### src/design/gtf_pkg.sv
// Package: register map, field layouts, codes and timing constants for the trigger and filter config block
package gtf_pkg;

  // ----------------------------------------------------------------
  // Register offsets
  // ----------------------------------------------------------------
  localparam logic [7:0] ADDR_GPIO1_CONFIG = 8'h05;
  localparam logic [7:0] ADDR_PIN_CONV_CONFIG = 8'h06;
  localparam logic [7:0] ADDR_PIN_SEQ_START = 8'h07;
  localparam logic [7:0] ADDR_FILTER_CONFIG = 8'h08;

  // ----------------------------------------------------------------
  // Reset values
  // ----------------------------------------------------------------
  localparam logic [7:0] RST_GPIO1_CONFIG = 8'h00;
  localparam logic [7:0] RST_PIN_CONV_CONFIG = 8'h00;
  localparam logic [7:0] RST_PIN_SEQ_START = 8'h3A;
  localparam logic [7:0] RST_FILTER_CONFIG = 8'h00;
  localparam logic [7:0] READ_UNMAPPED = 8'h00;

  // ----------------------------------------------------------------
  // Field codes
  // ----------------------------------------------------------------
  localparam logic [1:0] DIR_INPUT = 2'h0;
  localparam logic [1:0] DIR_RESERVED = 2'h1;
  localparam logic [1:0] DIR_OPEN_DRAIN = 2'h2;
  localparam logic [1:0] DIR_PUSH_PULL = 2'h3;

  localparam logic [1:0] ISEL_OFF = 2'h0;
  localparam logic [1:0] ISEL_CONV_START = 2'h1;
  localparam logic [1:0] ISEL_SEQ_START = 2'h2;
  localparam logic [1:0] ISEL_RESERVED = 2'h3;

  localparam logic [2:0] OSEL_HIGH_Z = 3'h0;
  localparam logic [2:0] OSEL_INT_LOW = 3'h1;
  localparam logic [2:0] OSEL_INT_HIGH = 3'h2;
  localparam logic [2:0] OSEL_LOGIC0 = 3'h3;
  localparam logic [2:0] OSEL_LOGIC1 = 3'h4;
  localparam logic [2:0] OSEL_LOW_SWITCH = 3'h5;
  localparam logic [2:0] OSEL_MOD_ACTIVE = 3'h6;
  localparam logic [2:0] OSEL_SYS_CLOCK = 3'h7;

  localparam logic [1:0] CTYPE_SINGLE = 2'h0;
  localparam logic [1:0] CTYPE_CONTINUOUS = 2'h1;
  localparam logic [1:0] CTYPE_DUTY_A = 2'h2;
  localparam logic [1:0] CTYPE_DUTY_B = 2'h3;

  localparam logic [1:0] FTYPE_50_60HZ = 2'h0;
  localparam logic [1:0] FTYPE_50HZ = 2'h1;
  localparam logic [1:0] FTYPE_60HZ = 2'h2;
  localparam logic [1:0] FTYPE_SINC4 = 2'h3;

  // Power state as seen from the power controller
  localparam logic [1:0] PWR_NORMAL = 2'h0;
  localparam logic [1:0] PWR_STANDBY = 2'h1;
  localparam logic [1:0] PWR_SLEEP = 2'h2;

  // Sequencer start pointer window
  localparam logic [6:0] SEQ_ADDR_MIN = 7'h3A;
  localparam logic [6:0] SEQ_ADDR_MAX = 7'h6F;

  // ----------------------------------------------------------------
  // Timing: system clock output from a phase accumulator
  // ----------------------------------------------------------------
  localparam int CLK_FREQ_KHZ = 40000;
  localparam int SYSCLK_OUT_KHZ = 2456;
  localparam int PHASE_W = 16;
  localparam logic [15:0] PHASE_INC = 16'((SYSCLK_OUT_KHZ * (1 << PHASE_W)) / CLK_FREQ_KHZ);

  // ----------------------------------------------------------------
  // Field layouts
  // ----------------------------------------------------------------
  typedef struct packed {
    logic [1:0] dir;
    logic [1:0] isel;
    logic rsv3;
    logic [2:0] osel;
  } gtf_gpio_cfg_t;

  typedef struct packed {
    logic rsv7;
    logic [2:0] dest;
    logic [1:0] rsv32;
    logic [1:0] ctype;
  } gtf_conv_cfg_t;

  typedef struct packed {
    logic rsv7;
    logic [6:0] addr;
  } gtf_seq_cfg_t;

  typedef struct packed {
    logic rsv7;
    logic rsv6;
    logic [1:0] ftype;
    logic [3:0] rate;
  } gtf_filter_cfg_t;

  typedef struct packed {
    logic [1:0] ctype;
    logic [2:0] dest;
  } gtf_conv_req_t;

  typedef struct packed {
    logic [1:0] ftype;
    logic [3:0] rate;
  } gtf_filter_sel_t;

  typedef enum logic [1:0] {
    ST_IDLE,
    ST_WAKE,
    ST_LAUNCH
  } gtf_trig_state_t;

endpackage : gtf_pkg

### src/design/gtf_edge_sync.sv
// Two-flop synchroniser with registered rising-edge detect for the trigger pin
`timescale 1ns/100ps
`default_nettype none

module gtf_edge_sync (
  input wire logic clk,
  input wire logic rst,
  input wire logic pin_in,
  output logic rise
);

  logic meta_r;
  logic sync_r;
  logic prev_r;

  // ----------------------------------------------------------------
  // Synchroniser; meta_r feeds sync_r only
  // ----------------------------------------------------------------
  always_ff @(posedge clk) begin
    if (rst) begin
      meta_r <= 1'b0;
      sync_r <= 1'b0;
      prev_r <= 1'b0;
    end else begin
      meta_r <= pin_in;
      sync_r <= meta_r;
      prev_r <= sync_r;
    end
  end

  // Edge compares two settled samples, so a pulse needs one clock of each level
  // sampled edge compare
  always_ff @(posedge clk) begin
    if (rst) begin
      rise <= 1'b0;
    end else begin
      rise <= sync_r & ~prev_r;
    end
  end

endmodule : gtf_edge_sync
`default_nettype wire

### src/design/gtf_pin_drive.sv
// Output function and drive-type selection for the second general-purpose pin
`timescale 1ns/100ps
`default_nettype none

module gtf_pin_drive (
  input wire logic clk,
  input wire logic rst,
  input wire gtf_pkg::gtf_gpio_cfg_t cfg,
  input wire logic irq,
  input wire logic mod_active,
  input wire logic lsw_close,
  output logic pin_o,
  output logic pin_oe
);

  logic [15:0] phase_r;
  logic level;
  logic drive;
  logic od_force;

  // ----------------------------------------------------------------
  // Nominal system clock; PHASE_INC truncates, so the average rate sits just below SYSCLK_OUT_KHZ, edges jitter by one CLK
  // ----------------------------------------------------------------
  always_ff @(posedge clk) begin
    if (rst) begin
      phase_r <= 16'h0000;
    end else begin
      phase_r <= phase_r + gtf_pkg::PHASE_INC;
    end
  end

  // Level and whether the function wants the pin driven at all
  // output function select
  always_comb begin
    level = 1'b0;
    drive = 1'b1;
    od_force = 1'b0;
    case (cfg.osel)
      gtf_pkg::OSEL_HIGH_Z: drive = 1'b0;
      gtf_pkg::OSEL_INT_LOW: level = ~irq;
      gtf_pkg::OSEL_INT_HIGH: level = irq;
      gtf_pkg::OSEL_LOGIC0: level = 1'b0;
      gtf_pkg::OSEL_LOGIC1: level = 1'b1;
      gtf_pkg::OSEL_LOW_SWITCH: begin
        level = ~lsw_close;
        od_force = 1'b1;
      end
      gtf_pkg::OSEL_MOD_ACTIVE: level = mod_active;
      gtf_pkg::OSEL_SYS_CLOCK: level = phase_r[15];
      default: drive = 1'b0;
    endcase
  end

  // Drive type; the switch only ever sinks, even in push-pull mode
  // direction and drive type
  always_ff @(posedge clk) begin
    if (rst) begin
      pin_o <= 1'b0;
      pin_oe <= 1'b0;
    end else if (!drive || cfg.dir == gtf_pkg::DIR_INPUT) begin
      pin_o <= 1'b0;
      pin_oe <= 1'b0;
    end else if (cfg.dir == gtf_pkg::DIR_PUSH_PULL && !od_force) begin
      pin_o <= level;
      pin_oe <= 1'b1;
    end else begin
      pin_o <= 1'b0;
      pin_oe <= ~level;
    end
  end

endmodule : gtf_pin_drive
`default_nettype wire

### src/design/gtf_trigger_cfg.sv
// Top: pin trigger, pin conversion/sequence setup and filter configuration registers
`timescale 1ns/100ps
`default_nettype none

module gtf_trigger_cfg (
  input wire logic CLK,
  input wire logic RST,
  input wire logic [7:0] REG_ADDR,
  input wire logic REG_WR,
  input wire logic REG_RD,
  input wire logic [7:0] REG_WDATA,
  output logic [7:0] REG_RDATA,
  output logic REG_RVALID,
  input wire logic PIN_I,
  output logic PIN_O,
  output logic PIN_OE,
  input wire logic [1:0] POWER_STATE,
  output logic WAKE_REQ,
  input wire logic INTERRUPT_ACTIVE_HIGH_LEVEL,
  input wire logic MOD_ACTIVE,
  input wire logic LSW_CLOSE,
  output logic CONV_START,
  output gtf_pkg::gtf_conv_req_t CONV_REQ,
  output logic SEQ_START,
  output logic [6:0] SEQ_ADDR,
  output gtf_pkg::gtf_filter_sel_t FILTER_SEL,
  input wire logic CAL_START,
  output gtf_pkg::gtf_filter_sel_t CAL_FILTER_SEL
);

  // ----------------------------------------------------------------
  // Decode helpers
  // ----------------------------------------------------------------

  // Write strobe aimed at one register
  function automatic logic wr_hit(
    input logic wr,
    input logic [7:0] addr,
    input logic [7:0] target
  );
    wr_hit = wr && (addr == target);
  endfunction : wr_hit

  // Pointer inside the sequencer microcode window
  function automatic logic seq_ok(input logic [6:0] addr);
    seq_ok = (addr >= gtf_pkg::SEQ_ADDR_MIN) && (addr <= gtf_pkg::SEQ_ADDR_MAX);
  endfunction : seq_ok

  // ----------------------------------------------------------------
  // Declarations
  // ----------------------------------------------------------------
  gtf_pkg::gtf_gpio_cfg_t gpio_r;
  gtf_pkg::gtf_conv_cfg_t conv_r;
  gtf_pkg::gtf_seq_cfg_t seq_r;
  gtf_pkg::gtf_filter_cfg_t filt_r;
  gtf_pkg::gtf_gpio_cfg_t gpio_wr;
  gtf_pkg::gtf_conv_cfg_t conv_wr;
  gtf_pkg::gtf_seq_cfg_t seq_wr;
  gtf_pkg::gtf_filter_cfg_t filt_wr;
  gtf_pkg::gtf_trig_state_t state_r;
  gtf_pkg::gtf_trig_state_t state_nxt;
  logic pend_seq_r;
  logic pin_rise;
  logic trig_en;
  logic trig_seq;
  logic awake;
  logic fire;
  logic fire_seq;
  logic [7:0] rdata_nxt;

  assign gpio_wr = gtf_pkg::gtf_gpio_cfg_t'(REG_WDATA);
  assign conv_wr = gtf_pkg::gtf_conv_cfg_t'(REG_WDATA);
  assign seq_wr = gtf_pkg::gtf_seq_cfg_t'(REG_WDATA);
  assign filt_wr = gtf_pkg::gtf_filter_cfg_t'(REG_WDATA);

  // ----------------------------------------------------------------
  // Pin control register
  // ----------------------------------------------------------------

  // Dir and isel each filter their own reserved code, so a mixed write still
  // updates the legal fields. Bit 3 is not stored.
  // drop reserved codes
  always_ff @(posedge CLK) begin
    if (RST) begin
      gpio_r <= gtf_pkg::gtf_gpio_cfg_t'(gtf_pkg::RST_GPIO1_CONFIG);
    end else if (wr_hit(REG_WR, REG_ADDR, gtf_pkg::ADDR_GPIO1_CONFIG)) begin
      if (gpio_wr.dir != gtf_pkg::DIR_RESERVED) begin
        gpio_r.dir <= gpio_wr.dir;
      end
      if (gpio_wr.isel != gtf_pkg::ISEL_RESERVED) begin
        gpio_r.isel <= gpio_wr.isel;
      end
      gpio_r.osel <= gpio_wr.osel;
    end
  end

  // ----------------------------------------------------------------
  // Pin conversion setup register
  // ----------------------------------------------------------------

  // Storage only; a write never starts a conversion, the fields are sampled at launch
  // store without starting
  always_ff @(posedge CLK) begin
    if (RST) begin
      conv_r <= gtf_pkg::gtf_conv_cfg_t'(gtf_pkg::RST_PIN_CONV_CONFIG);
    end else if (wr_hit(REG_WR, REG_ADDR, gtf_pkg::ADDR_PIN_CONV_CONFIG)) begin
      conv_r.dest <= conv_wr.dest;
      conv_r.ctype <= conv_wr.ctype;
    end
  end

  // ----------------------------------------------------------------
  // Sequence start pointer register
  // ----------------------------------------------------------------

  // Out-of-window writes are dropped so the sequencer never jumps
  // into the register file below the microcode area
  // pointer window check
  always_ff @(posedge CLK) begin
    if (RST) begin
      seq_r <= gtf_pkg::gtf_seq_cfg_t'(gtf_pkg::RST_PIN_SEQ_START);
    end else if (wr_hit(REG_WR, REG_ADDR, gtf_pkg::ADDR_PIN_SEQ_START) && seq_ok(seq_wr.addr)) begin
      seq_r.addr <= seq_wr.addr;
    end
  end

  // ----------------------------------------------------------------
  // Filter configuration register
  // ----------------------------------------------------------------

  // Bit 6 is stored as written and steers nothing; software keeps it 0
  // reserved bit kept
  always_ff @(posedge CLK) begin
    if (RST) begin
      filt_r <= gtf_pkg::gtf_filter_cfg_t'(gtf_pkg::RST_FILTER_CONFIG);
    end else if (wr_hit(REG_WR, REG_ADDR, gtf_pkg::ADDR_FILTER_CONFIG)) begin
      filt_r.rsv6 <= filt_wr.rsv6;
      filt_r.ftype <= filt_wr.ftype;
      filt_r.rate <= filt_wr.rate;
    end
  end

  // Rate is passed with its filter type; the decimator decodes the pair
  // rate paired with type
  always_ff @(posedge CLK) begin
    if (RST) begin
      FILTER_SEL <= '0;
    end else begin
      FILTER_SEL.ftype <= filt_r.ftype;
      FILTER_SEL.rate <= filt_r.rate;
    end
  end

  // Snapshot at start; later writes do not disturb a running calibration
  // calibration snapshot
  always_ff @(posedge CLK) begin
    if (RST) begin
      CAL_FILTER_SEL <= '0;
    end else if (CAL_START) begin
      CAL_FILTER_SEL.ftype <= filt_r.ftype;
      CAL_FILTER_SEL.rate <= filt_r.rate;
    end
  end

  // ----------------------------------------------------------------
  // Register read port
  // ----------------------------------------------------------------

  // Unstored bits read as zero; unmapped offsets read zero
  always_comb begin
    rdata_nxt = gtf_pkg::READ_UNMAPPED;
    case (REG_ADDR)
      gtf_pkg::ADDR_GPIO1_CONFIG: begin
        rdata_nxt = {gpio_r.dir, gpio_r.isel, 1'b0, gpio_r.osel};
      end
      gtf_pkg::ADDR_PIN_CONV_CONFIG: begin
        rdata_nxt = {1'b0, conv_r.dest, 2'b00, conv_r.ctype};
      end
      gtf_pkg::ADDR_PIN_SEQ_START: begin
        rdata_nxt = {1'b0, seq_r.addr};
      end
      gtf_pkg::ADDR_FILTER_CONFIG: begin
        rdata_nxt = {1'b0, filt_r.rsv6, filt_r.ftype, filt_r.rate};
      end
      default: begin
        rdata_nxt = gtf_pkg::READ_UNMAPPED;
      end
    endcase
  end

  // Read data registered one cycle after the strobe
  always_ff @(posedge CLK) begin
    if (RST) begin
      REG_RDATA <= 8'h00;
      REG_RVALID <= 1'b0;
    end else begin
      REG_RVALID <= REG_RD;
      if (REG_RD) begin
        REG_RDATA <= rdata_nxt;
      end
    end
  end

  // ----------------------------------------------------------------
  // Trigger input path
  // ----------------------------------------------------------------

  gtf_edge_sync u_edge (
    .clk(CLK),
    .rst(RST),
    .pin_in(PIN_I),
    .rise(pin_rise)
  );

  assign trig_en = (gpio_r.dir == gtf_pkg::DIR_INPUT) &&
                   ((gpio_r.isel == gtf_pkg::ISEL_CONV_START) || (gpio_r.isel == gtf_pkg::ISEL_SEQ_START));
  assign trig_seq = (gpio_r.isel == gtf_pkg::ISEL_SEQ_START);
  assign awake = (POWER_STATE == gtf_pkg::PWR_NORMAL);

  // Edges arriving while a start is pending are absorbed
  // wake before start
  always_comb begin
    state_nxt = state_r;
    case (state_r)
      gtf_pkg::ST_IDLE: begin
        if (pin_rise && trig_en) begin
          state_nxt = awake ? gtf_pkg::ST_LAUNCH : gtf_pkg::ST_WAKE;
        end
      end
      gtf_pkg::ST_WAKE: begin
        if (awake) begin
          state_nxt = gtf_pkg::ST_LAUNCH;
        end
      end
      gtf_pkg::ST_LAUNCH: begin
        state_nxt = gtf_pkg::ST_IDLE;
      end
      default: begin
        state_nxt = gtf_pkg::ST_IDLE;
      end
    endcase
  end

  always_ff @(posedge CLK) begin
    if (RST) begin
      state_r <= gtf_pkg::ST_IDLE;
    end else begin
      state_r <= state_nxt;
    end
  end

  // Kind of start is latched at the edge, immune to later writes
  always_ff @(posedge CLK) begin
    if (RST) begin
      pend_seq_r <= 1'b0;
    end else if (state_r == gtf_pkg::ST_IDLE && pin_rise && trig_en) begin
      pend_seq_r <= trig_seq;
    end
  end

  // Wake request held until the power controller reports normal
  // request normal power
  always_ff @(posedge CLK) begin
    if (RST) begin
      WAKE_REQ <= 1'b0;
    end else begin
      WAKE_REQ <= (state_nxt == gtf_pkg::ST_WAKE);
    end
  end

  assign fire = (state_r == gtf_pkg::ST_LAUNCH);
  assign fire_seq = fire && pend_seq_r;

  // ----------------------------------------------------------------
  // Start requests toward converter and sequencer
  // ----------------------------------------------------------------

  // Setup is sampled at launch and held with the pulse's data
  // destination with request
  always_ff @(posedge CLK) begin
    if (RST) begin
      CONV_START <= 1'b0;
      CONV_REQ <= '0;
    end else begin
      CONV_START <= fire && !pend_seq_r;
      if (fire && !pend_seq_r) begin
        CONV_REQ.ctype <= conv_r.ctype;
        CONV_REQ.dest <= conv_r.dest;
      end
    end
  end

  // Pointer register writes alone never start a sequence; seq_r.addr is sampled at launch
  // pin event starts sequence
  always_ff @(posedge CLK) begin
    if (RST) begin
      SEQ_START <= 1'b0;
      SEQ_ADDR <= gtf_pkg::SEQ_ADDR_MIN;
    end else begin
      SEQ_START <= fire_seq;
      if (fire_seq) begin
        SEQ_ADDR <= seq_r.addr;
      end
    end
  end

  // ----------------------------------------------------------------
  // Pin output path
  // ----------------------------------------------------------------

  gtf_pin_drive u_drive (
    .clk(CLK),
    .rst(RST),
    .cfg(gpio_r),
    .irq(INTERRUPT_ACTIVE_HIGH_LEVEL),
    .mod_active(MOD_ACTIVE),
    .lsw_close(LSW_CLOSE),
    .pin_o(PIN_O),
    .pin_oe(PIN_OE)
  );

endmodule : gtf_trigger_cfg
`default_nettype wire

### config.mk
export PLATFORM = sky130hd
export DESIGN_NAME = gtf_trigger_cfg
export DESIGN_NICKNAME = d
export VERILOG_FILES = /design/src/design/gtf_pkg.sv /design/src/design/gtf_edge_sync.sv /design/src/design/gtf_pin_drive.sv /design/src/design/gtf_trigger_cfg.sv
export SDC_FILE = /design/constraint.sdc
export NUM_CORES = 1
export LEC_CHECK = 0
export BUFFER_PORTS_ARGS = -buffer_cell sky130_fd_sc_hd__buf_2
export CORE_ASPECT_RATIO = 1.1
export CORE_UTILIZATION = 52
export CTS_CLUSTER_SIZE = 40
export DETAILED_ROUTE_END_ITERATION = 10
export PLACE_DENSITY = 0.75
export SYNTH_ARGS = -nofsm -noshare
export SYNTH_HDL_FRONTEND = slang
export SYNTH_SLANG_ARGS = --single-unit
export TNS_END_PERCENT = 100
### constraint.sdc
create_clock -name CLK -period 2.3 [get_ports CLK]
set_input_delay 0.46 -clock CLK [delete_from_list [all_inputs] [get_ports CLK]]
set_output_delay 0.46 -clock CLK [all_outputs]
set_load 0.01 [all_outputs]
==> reports/metrics.yaml, run 1 <==
run_status:
  status: "complete, no violations"
sta:
  worstMarginPinSlew_ns: 0.612
  fin_crit_sh_pct: 81.3
  rsz0062_at_grt: "false"
  final-setup-viol-count: 0
  period_minus_slack_ns: 1.87
  slew_violations: 0
  fin_worst_skew_ns: 0.0103
  tns_ns: 0
  setup_ws_ns: 0.430
  hold_violations: 0
  clock.fmax_mhz: 535
  slew_headroom_pct: 58.7
global_routing:
  grt_usage_pct: 23.2
  grt_pass1_wl_mm: 12.5
  gr-total-overflow: 0
  grt_max_degree: 30
  grt_antenna_before_repair: 0
  grt_pass1_vias: 2528
final_layout:
  nNetsFinal: 460
  postLayoutCellArea_mm2: 0.00416
  antenna_cells: 0
  drive_gt1_share_pct: 24.1
  syn2layout_area_growth_pct: 15.8
  final_util_pct: 62.7
clock_network:
  clock-sinks: 87
  tritoncts: "built"
  postCtsResizedCells: 0
  clockRootBuffer: "clkbuf_8"
  clk_pin_slew_ns: 0.09
  ctsHoldBuffers: 0
  cts_buffers: 9
  cts_htree_levels: 3
  cts_max_path_buffers: 2
  clock_latency_ns: 0.35
  cts_setup_buffers: 0
placement:
  hpwl_mm: 5.66
  gp_congestion: 0.837
  place_area_mm2: 0.00397
  dp_slack_ns: 0.306
  portBuffers: 64
synthesis:
  ys_warn_count: 0
  ys_ff_latch: 87
  syn_nets: 398
  yosysSeqAreaShare_pct: 48.5
  synth_edf_count: 0
  synth_largest_area_cell: "dfxtp_1"
  async_flop_share_pct: 0
  synth.most_common_cell: "dfxtp_1"
  syn_area_mm2: 0.00359
  synth_common_cells: "dfxtp_1, nor2_1, mux2i_1, nand2_1, nor2b_1"
  avgSynthCellArea_um2: 9.73
  synth_cell_types: 56
  ys_top_cells_by_area: "dfxtp_1, mux2i_1, nor2_1"
  synthCells: 369
  synth_top_area_share_pct: 48.5
  synth-main-ff-cell: "dfxtp_1"
worst_setup_path:
  crit_path_cell_trace: "inv_1 -> ha_1 -> nand2b_4 -> a211o_4 -> a2111oi_4 -> mux2_1"
  required_ns: 2.54
  crit_arrival_ns: 2.11
  reg2reg_from: "u_drive.phase_r[0]"
  crit_path_start: "u_drive.phase_r[0]"
  worst-path-buf-inv: 1
  cpMaxStageDelayCell: "a211o_4"
  end_kind: "register"
  worst_path_largest_cell_delay_ns: 0.38
  critical_path_class: "register to register"
  crit_family: "compound AO/OA/AOI/OAI gates"
  startpoint_type: "register"
  worstPathMaxFanout: 6
detailed_routing:
  post_drt_wl_per_cell_um: 15.2
  drt-pass1-iter-count: 4
  wl_mm: 7.88
  ant_nets: 0
  vias_per_cell: 5.52
  drc: 0
  vias: 2853
  drt_iter0_markers: 204
pwr:
  irDropWorstVdd_v: 0.000427
  power_per_cell_area_mw_per_mm2: 758
  finalPower_mw: 3.15
  p_leak_nw: 1.80
floorplanning:
  dieArea_mm2: 0.00724
  initial_utilization_pct: 54.1
  die_x_um: 81.2
  core_area_mm2: 0.00663
  fp-row-count: 31
  io_pins: 65
  die_height_um: 89.1
min_path:
  holdCritStartpoint: "POWER_STATE[0]"
  worstHoldPathType: "input pin to register"
flow_run:
  maxCapViolCount: 0
[registers in the layout (all words and copies together) (netlist names), 2 cells and up]
register and flops:
state_r 2, FILTER_SEL 6, seq_r 7, u_drive.phase_r 16
CONV_REQ 5, gpio_r 7, CAL_FILTER_SEL 6, filt_r 7
SEQ_ADDR 7, REG_RDATA 8, conv_r 5
[placed cells by master, fill, tap and decap left out, drive strengths merged, types with 6 or more instances in the layout]
cell and instances:
nor2 64, inv 8, mux2i 39, o21ai 8, buf 68, nand3 14, clkbuf 10, dfxtp 87
nor3 10, mux2 9, a21oi 14, nor2b 18, a22oi 6, nand2 19
[metal layers]
layer | up-vias | part of all wire (%) | global-route usage, %
met1 | 1358 | 46 | 30.3
met5 | - | 0 | 0
met3 | 10 | 5.4 | 5.41
met2 | 71 | 47 | 37.2
met4 | 0 | 1.4 | 9.09
li1 | 1414 | - | -
[where the power goes]
part           internal, mW  switching [mW]
clock                 0.499           0.536
combinational         0.206           0.223
sequential             1.59          0.0962
[metrics by stage]
stage,hold WS (ns),cells
3_3_place_gp,0.374,502
5_1_grt,0.258,517
6_report,0.278,517
4_1_cts,0.266,517
2_1_floorplan,0.367,369
3_5_place_dp,0.383,502
[final timing paths]
path	slack, ns	cells past startpoint	to
setup / recovery	0.43	6	u_drive.phase_r[10]
hold / removal	0.28	2	state_r[1]
setup reg to reg	0.43	6	u_drive.phase_r[10]
hold reg to reg	0.39	1	u_edge.rise
[logic make-up (layout without fill, tap and decap cells)]
| family | after synthesis | after routing | share of synthesized area (%) |
|---|---|---|---|
| adders and majority gates | 2 | 2 | 0.697 |
| DFF | 87 | 87 | 48.5 |
| AOI/OAI and AO/OA | 49 | 49 | 10.8 |
| muxes | 48 | 48 | 13.7 |
| buffers and inverters | 24 | 90 | 2.75 |
| xor gates and xnor gates | 5 | 5 | 1.22 |
| and+or+nand+nor | 154 | 154 | 22.3 |
[final cells by class]
type | instances | area [um^2]
clock buffers | 10 | 128
multi-input cells | 258 | 1750
flip-flops and latches | 87 | 1740
repair buffers | 68 | 350
fillers | 576 | 2480
inverters | 7 | 26.3
well taps | 82 | 103
clock inverters | 5 | 58.8
Power figures use the tool's default switching activity.
==> run 2: changes to the inputs <==
--- a/config.mk
+++ b/config.mk
@@ -5,6 +5,7 @@
 export SDC_FILE = /design/constraint.sdc
 export NUM_CORES = 1
 export LEC_CHECK = 0
+export ABC_AREA = 1
 export BUFFER_PORTS_ARGS = -buffer_cell sky130_fd_sc_hd__buf_2
 export CORE_ASPECT_RATIO = 1.1
 export CORE_UTILIZATION = 52
==> constraint.sdc (replaced) <==
create_clock -name CLK -period 1.9 [get_ports CLK]
set_input_delay 0.38 -clock CLK [delete_from_list [all_inputs] [get_ports CLK]]
set_output_delay 0.38 -clock CLK [all_outputs]
set_load 0.01 [all_outputs]
==> reports/metrics.yaml, run 2 <==
run_status:
  status: "complete, no violations"
worst_setup_path:
  startpoint_type: "register"
  cpMaxStageDelayCell: "nor3_2"
  worstSetupEndpoint: "SEQ_ADDR[2]"
  r2r_cells: 5
  rr_endpoint: "SEQ_ADDR[2]"
  critical_path_class: "register to register"
  reg2reg_from: "pend_seq_r"
  required_ns: 2.15
  crit_path_cell_trace: "inv_1 -> nor3_2 -> inv_1 -> nor2_1 -> nor2_1"
  crit_path_start: "pend_seq_r"
  end_kind: "register"
  reg2reg_setup_slack_ns: 0.49
  crit_arrival_ns: 1.66
  worstPathMaxFanout: 8
  worst_path_largest_cell_delay_ns: 0.43
sta:
  worstMarginPinSlew_ns: 0.455
  tns_ns: 0
  final-setup-viol-count: 0
  fin_worst_skew_ns: 0.00702
  hold_violations: 0
  slew_headroom_pct: 69.5
  rsz0062_at_grt: "false"
  slew_violations: 0
  period_minus_slack_ns: 1.41
  fin_crit_sh_pct: 74.3
  clock.fmax_mhz: 708
final_layout:
  postLayoutCellArea_mm2: 0.00408
  syn2layout_area_growth_pct: 16.9
  final_common_cell: "dfxtp_1"
  antenna_cells: 0
  nNetsFinal: 546
  multi_input_area_mm2: 0.00149
  final_cell_mix: "dfxtp_1, nand2_1, buf_2, a21oi_1, inv_1"
  largest_register_ffs: 16
  largest-register: "u_drive.phase_r"
  biggestRegsByFlops: "u_drive.phase_r (16), REG_RDATA (8)"
  stdcell_count: 602
  drive_gt1_share_pct: 21.1
  register_area_mm2: 0.00174
  n_fill_cell: 574
synthesis:
  syn_area_mm2: 0.00349
  ys_top_cells_by_area: "dfxtp_1, nand2_1, a21oi_1"
  synth_cell_types: 33
  synth_largest_area_cell: "dfxtp_1"
  ys_ff_latch: 87
  synth_top_area_share_pct: 49.9
  ys_warn_count: 0
  synthCells: 452
  synth.most_common_cell: "dfxtp_1"
  synth_edf_count: 0
  synth-main-ff-cell: "dfxtp_1"
  yosysSeqAreaShare_pct: 49.9
  syn_nets: 481
  avgSynthCellArea_um2: 7.71
  synth_common_cells: "dfxtp_1, nand2_1, a21oi_1, inv_1, nand3_1"
  async_flop_share_pct: 0
global_routing:
  gr-total-overflow: 0
  grt_pass1_wl_mm: 12.9
  grt_usage_pct: 23.9
  grt_max_degree: 42
  grt_antenna_before_repair: 0
  grt_pass1_vias: 2868
clock_network:
  cts_setup_buffers: 0
  postCtsResizedCells: 0
  clockRootBuffer: "clkbuf_8"
  cts_buffers: 9
  cts_max_path_buffers: 2
  clock-sinks: 87
  clk_pin_slew_ns: 0.08
  cts_htree_levels: 3
  ctsHoldBuffers: 0
  tritoncts: "built"
  clock_latency_ns: 0.35
placement:
  gp_congestion: 0.891
  place_area_mm2: 0.00387
  place_inst: 586
  portBuffers: 64
  hpwl_mm: 5.73
detailed_routing:
  post_drt_wl_per_cell_um: 12.8
  route.met2.wl_mm: 3.75
  wl_mm: 7.73
  drc: 0
  dr_wl_met3_um: 370
  drt-pass1-iter-count: 4
  top_layer: "met4"
  wl_met1_mm: 3.47
  vias: 3129
  drt_iter0_markers: 191
  vias_per_cell: 5.20
  ant_nets: 0
floorplanning:
  dieArea_mm2: 0.00704
  die_height_um: 87.9
  die_x_um: 80.1
  initial_utilization_pct: 55.3
  io_pins: 65
  fp-row-count: 30
  core_area_mm2: 0.00631
pwr:
  p_leak_nw: 1.83
  finalPower_mw: 3.66
  power_per_cell_area_mw_per_mm2: 899
  irDropWorstVdd_v: 0.000716
min_path:
  worstHoldPathType: "input pin to register"
flow_run:
  maxCapViolCount: 0
run 2: cells by family after synthesis:
family                     count (synthesis)  synth area share, %
and+or+nand+nor                          190                 25.7
AOI/OAI and AO/OA                        110                 16.4
DFF                                       87                 49.9
buffers and inverters                     63                 7.25
adders and majority gates                  2                0.718
run 2: where the power goes:
group | total (mW) | switching (mW) | internal [mW]
clock | 1.34 | 0.655 | 0.683
sequential | 1.95 | 0.0528 | 1.90
combinational | 0.373 | 0.241 | 0.132
run 2: routing by layer:
layer  vias to the layer above  GRT usage (%)
met4                         0           9.74
met5                         -              0
met3                        12           4.27
met2                        80           40.7
li1                       1610              -
met1                      1427           30.0
run 2: how the worst min path moves through the flow:
stage / startpoint / end / slack [ns] / depth (start not counted)
finish: PIN_I / u_edge.meta_r / 0.23 / 3
global route: PIN_I / u_edge.meta_r / 0.21 / 3
CTS: PIN_I / u_edge.meta_r / 0.22 / 3
detailed placement: u_edge.prev_r / u_edge.rise / 0.39 / 1
global placement: u_edge.prev_r / u_edge.rise / 0.38 / 1
floorplan: u_edge.prev_r / u_edge.rise / 0.37 / 1
run 2: per-stage QoR:
step                      utilization [%]  worst slack (ns)  hold WS (ns)
after floorplan                         -             0.566         0.373
after global placement               61.3             0.247         0.380
after detailed placement             61.3             0.179         0.389
after CTS                            64.7             0.501         0.222
after global routing                 64.7             0.347         0.213
final                                64.7             0.488         0.230
run 2: area by class of cell:
type                    count  share of cell area (%)
flip-flops and latches     87                    42.7
repair buffers             68                    8.59
clock buffers              12                    3.80
well taps                  80                    2.45
inverters                  49                    4.51
multi-input cells         302                    36.6
clock inverters             4                    1.32
run 2: critical path: cells and delay by family, from the launching register on:
| kind | cells | cell delay [ns] |
|---|---|---|
| AND/OR/NAND/NOR | 3 | 0.64 |
| buffers and inverters | 2 | 0.36 |
| flip-flops | 1 | 0.31 |
==> run 3: changes to the inputs <==
--- a/config.mk
+++ b/config.mk
@@ -8,7 +8,7 @@
 export ABC_AREA = 1
 export BUFFER_PORTS_ARGS = -buffer_cell sky130_fd_sc_hd__buf_2
 export CORE_ASPECT_RATIO = 1.1
-export CORE_UTILIZATION = 52
+export CORE_UTILIZATION = 49
 export CTS_CLUSTER_SIZE = 40
 export DETAILED_ROUTE_END_ITERATION = 10
 export PLACE_DENSITY = 0.75
==> constraint.sdc (replaced) <==
create_clock -name CLK -period 1.2 [get_ports CLK]
set_input_delay 0.24 -clock CLK [delete_from_list [all_inputs] [get_ports CLK]]
set_output_delay 0.24 -clock CLK [all_outputs]
set_load 0.01 [all_outputs]
==> reports/metrics.yaml, run 3 (synthesized netlist as in run 2, its figures left out) <==
worst_setup_path:
  required_ns: 1.49
  crit_family: "simple AND/OR/NAND/NOR gates"
  crit_path_cell_trace: "nor2_4 -> inv_2 -> nor3_4 -> nand2_2 -> nand2_1 -> nand2_1 -> a21oi_1"
  crit_arrival_ns: 1.51
  startpoint_type: "register"
  critical_path_class: "register to register"
  r2r_cells: 7
  cpMostUsedCell: "nand2_1"
  crit_path_start: "u_drive.phase_r[7]"
  worst-path-buf-inv: 1
  worstPathMaxFanout: 5
  end_kind: "register"
  reg2reg_from: "u_drive.phase_r[7]"
  cpMaxStageDelayCell: "dfxtp_2"
  crit_cells: 7
  worst_path_largest_cell_delay_ns: 0.35
global_routing:
  grt_pass1_vias: 3062
  grt_max_degree: 42
  busiest_layer: "met2"
  grt_pass1_wl_mm: 13.6
  grt_usage_pct: 23.8
  grt_util_met2_pct: 38.4
  grt_util_met3_pct: 4.14
  gr-total-overflow: 0
  grt_antenna_before_repair: 0
  grt_use_met1_pct: 29.5
detailed_routing:
  wl_mm: 8.40
  ant_nets: 0
  drc: 0
  drt_iter0_markers: 195
  vias: 3350
  drt-pass1-iter-count: 4
  vias_per_cell: 5.19
  post_drt_wl_per_cell_um: 13.0
final_layout:
  largest_register_ffs: 16
  final_util_pct: 67.6
  register_area_mm2: 0.00175
  postLayoutCellArea_mm2: 0.00456
  biggestRegsByFlops: "u_drive.phase_r (16), REG_RDATA (8)"
  drive_gt1_share_pct: 33.9
  nNetsFinal: 587
  antenna_cells: 0
  final_common_cell: "dfxtp_1"
  n_fill_cell: 591
  final_cell_mix: "dfxtp_1, nand2_1, buf_2, a21oi_1, buf_4"
  syn2layout_area_growth_pct: 30.8
  multi_input_area_mm2: 0.00165
  largest-register: "u_drive.phase_r"
sta:
  tns_ns: -0.0208
  setup_ws_ns: -0.0189
  slew_violations: 0
  holdWs_ns: 0.0730
  worstMarginPinSlew_ns: 0.459
  final-setup-viol-count: 2
  period_minus_slack_ns: 1.22
  fin_worst_skew_ns: 0.00939
  fin_crit_sh_pct: 102
  hold_violations: 0
  clock.fmax_mhz: 820
  rsz0062_at_grt: "true"
  slew_headroom_pct: 69.4
flow_run:
  maxCapViolCount: 0
run_status:
  status: "finished with violations"
  violations: "negative setup slack"
pwr:
  comb_power_share_pct: 15.0
  p_leak_nw: 2.08
  clkPwrFrac_pct: 34.3
  power_frac_seq_pct: 50.7
  p_int_mw: 4.48
  irDropWorstVdd_v: 0.000821
  swShare_pct: 27.6
  netSwitchingPower_mw: 1.71
  power_per_cell_area_mw_per_mm2: 1360
clock_network:
  cts_htree_levels: 3
  clock_latency_ns: 0.37
  clockRootBuffer: "clkbuf_8"
  cts_buffers: 9
  cts_max_path_buffers: 2
  clock-sinks: 87
  clk_pin_slew_ns: 0.09
  tritoncts: "built"
floorplanning:
  dieArea_mm2: 0.00746
  io_pins: 65
  core_area_mm2: 0.00675
  die_height_um: 90.5
  fp-row-count: 31
  die_x_um: 82.4
  initial_utilization_pct: 51.7
placement:
  gp_congestion: 0.932
  hpwl_mm: 5.90
  portBuffers: 64
  place_area_mm2: 0.00414
min_path:
  worstHoldPathType: "input pin to register"
  holdPathStages: 3
  holdCritStartpoint: "PIN_I"
[run 3: per-layer routing]
metal	vias up	share of wire [%]
met5	-	0
met4	0	1.8
met3	21	4.7
met2	87	49
met1	1550	45
li1	1692	-
[run 3: power groups by stage]
stage	clock, mW	combinational [mW]	sequential, mW
detailed placement	0	0.693	3.16
CTS	2.15	0.782	3.11
global placement	0	0.669	3.15
finish	2.13	0.927	3.14
global route	2.26	1.01	3.16
floorplan	0	0.430	3.15
[run 3: final timing paths]
check / to / slack, ns
max: u_drive.phase_r[13] / -0.02
min: u_edge.meta_r / 0.07
max reg2reg: u_drive.phase_r[13] / -0.02
min reg2reg: u_edge.rise / 0.39
[run 3: worst reg2reg max path, cell delays in order (launching register included)]
cell,delay (ns)
dfxtp_2,0.35
nor2_4,0.11
inv_2,0.06
nor3_4,0.22
nand2_2,0.14
nand2_1,0.10
nand2_1,0.05
a21oi_1,0.12
[run 3: timing repair]
action                                  CTS  global route
resized for setup                        22            31
hold buffers                              0             0
pin swaps                                 9            15
buffers inserted                          4             3
endpoints found under the setup margin   12            21
[run 3: cell type report]
cell class | count | area share [%]
Clock inverter | 5 | 1.23
Sequential cell | 87 | 38.4
Tap cell | 82 | 2.25
Inverter | 49 | 4.03
Clock buffer | 11 | 3.32
Timing Repair Buffer | 109 | 14.7
Multi-Input combinational cell | 302 | 36.1
[run 3: stage by stage]
stage / worst slack [ns] / power (mW) / std cells
floorplan: 0.00607 / 3.58 / 452
finish: -0.0189 / 6.19 / 645
global route: -0.0715 / 6.43 / 645
CTS: 0.00328 / 6.04 / 642
detailed placement: -0.287 / 3.86 / 622
global placement: -0.220 / 3.82 / 622
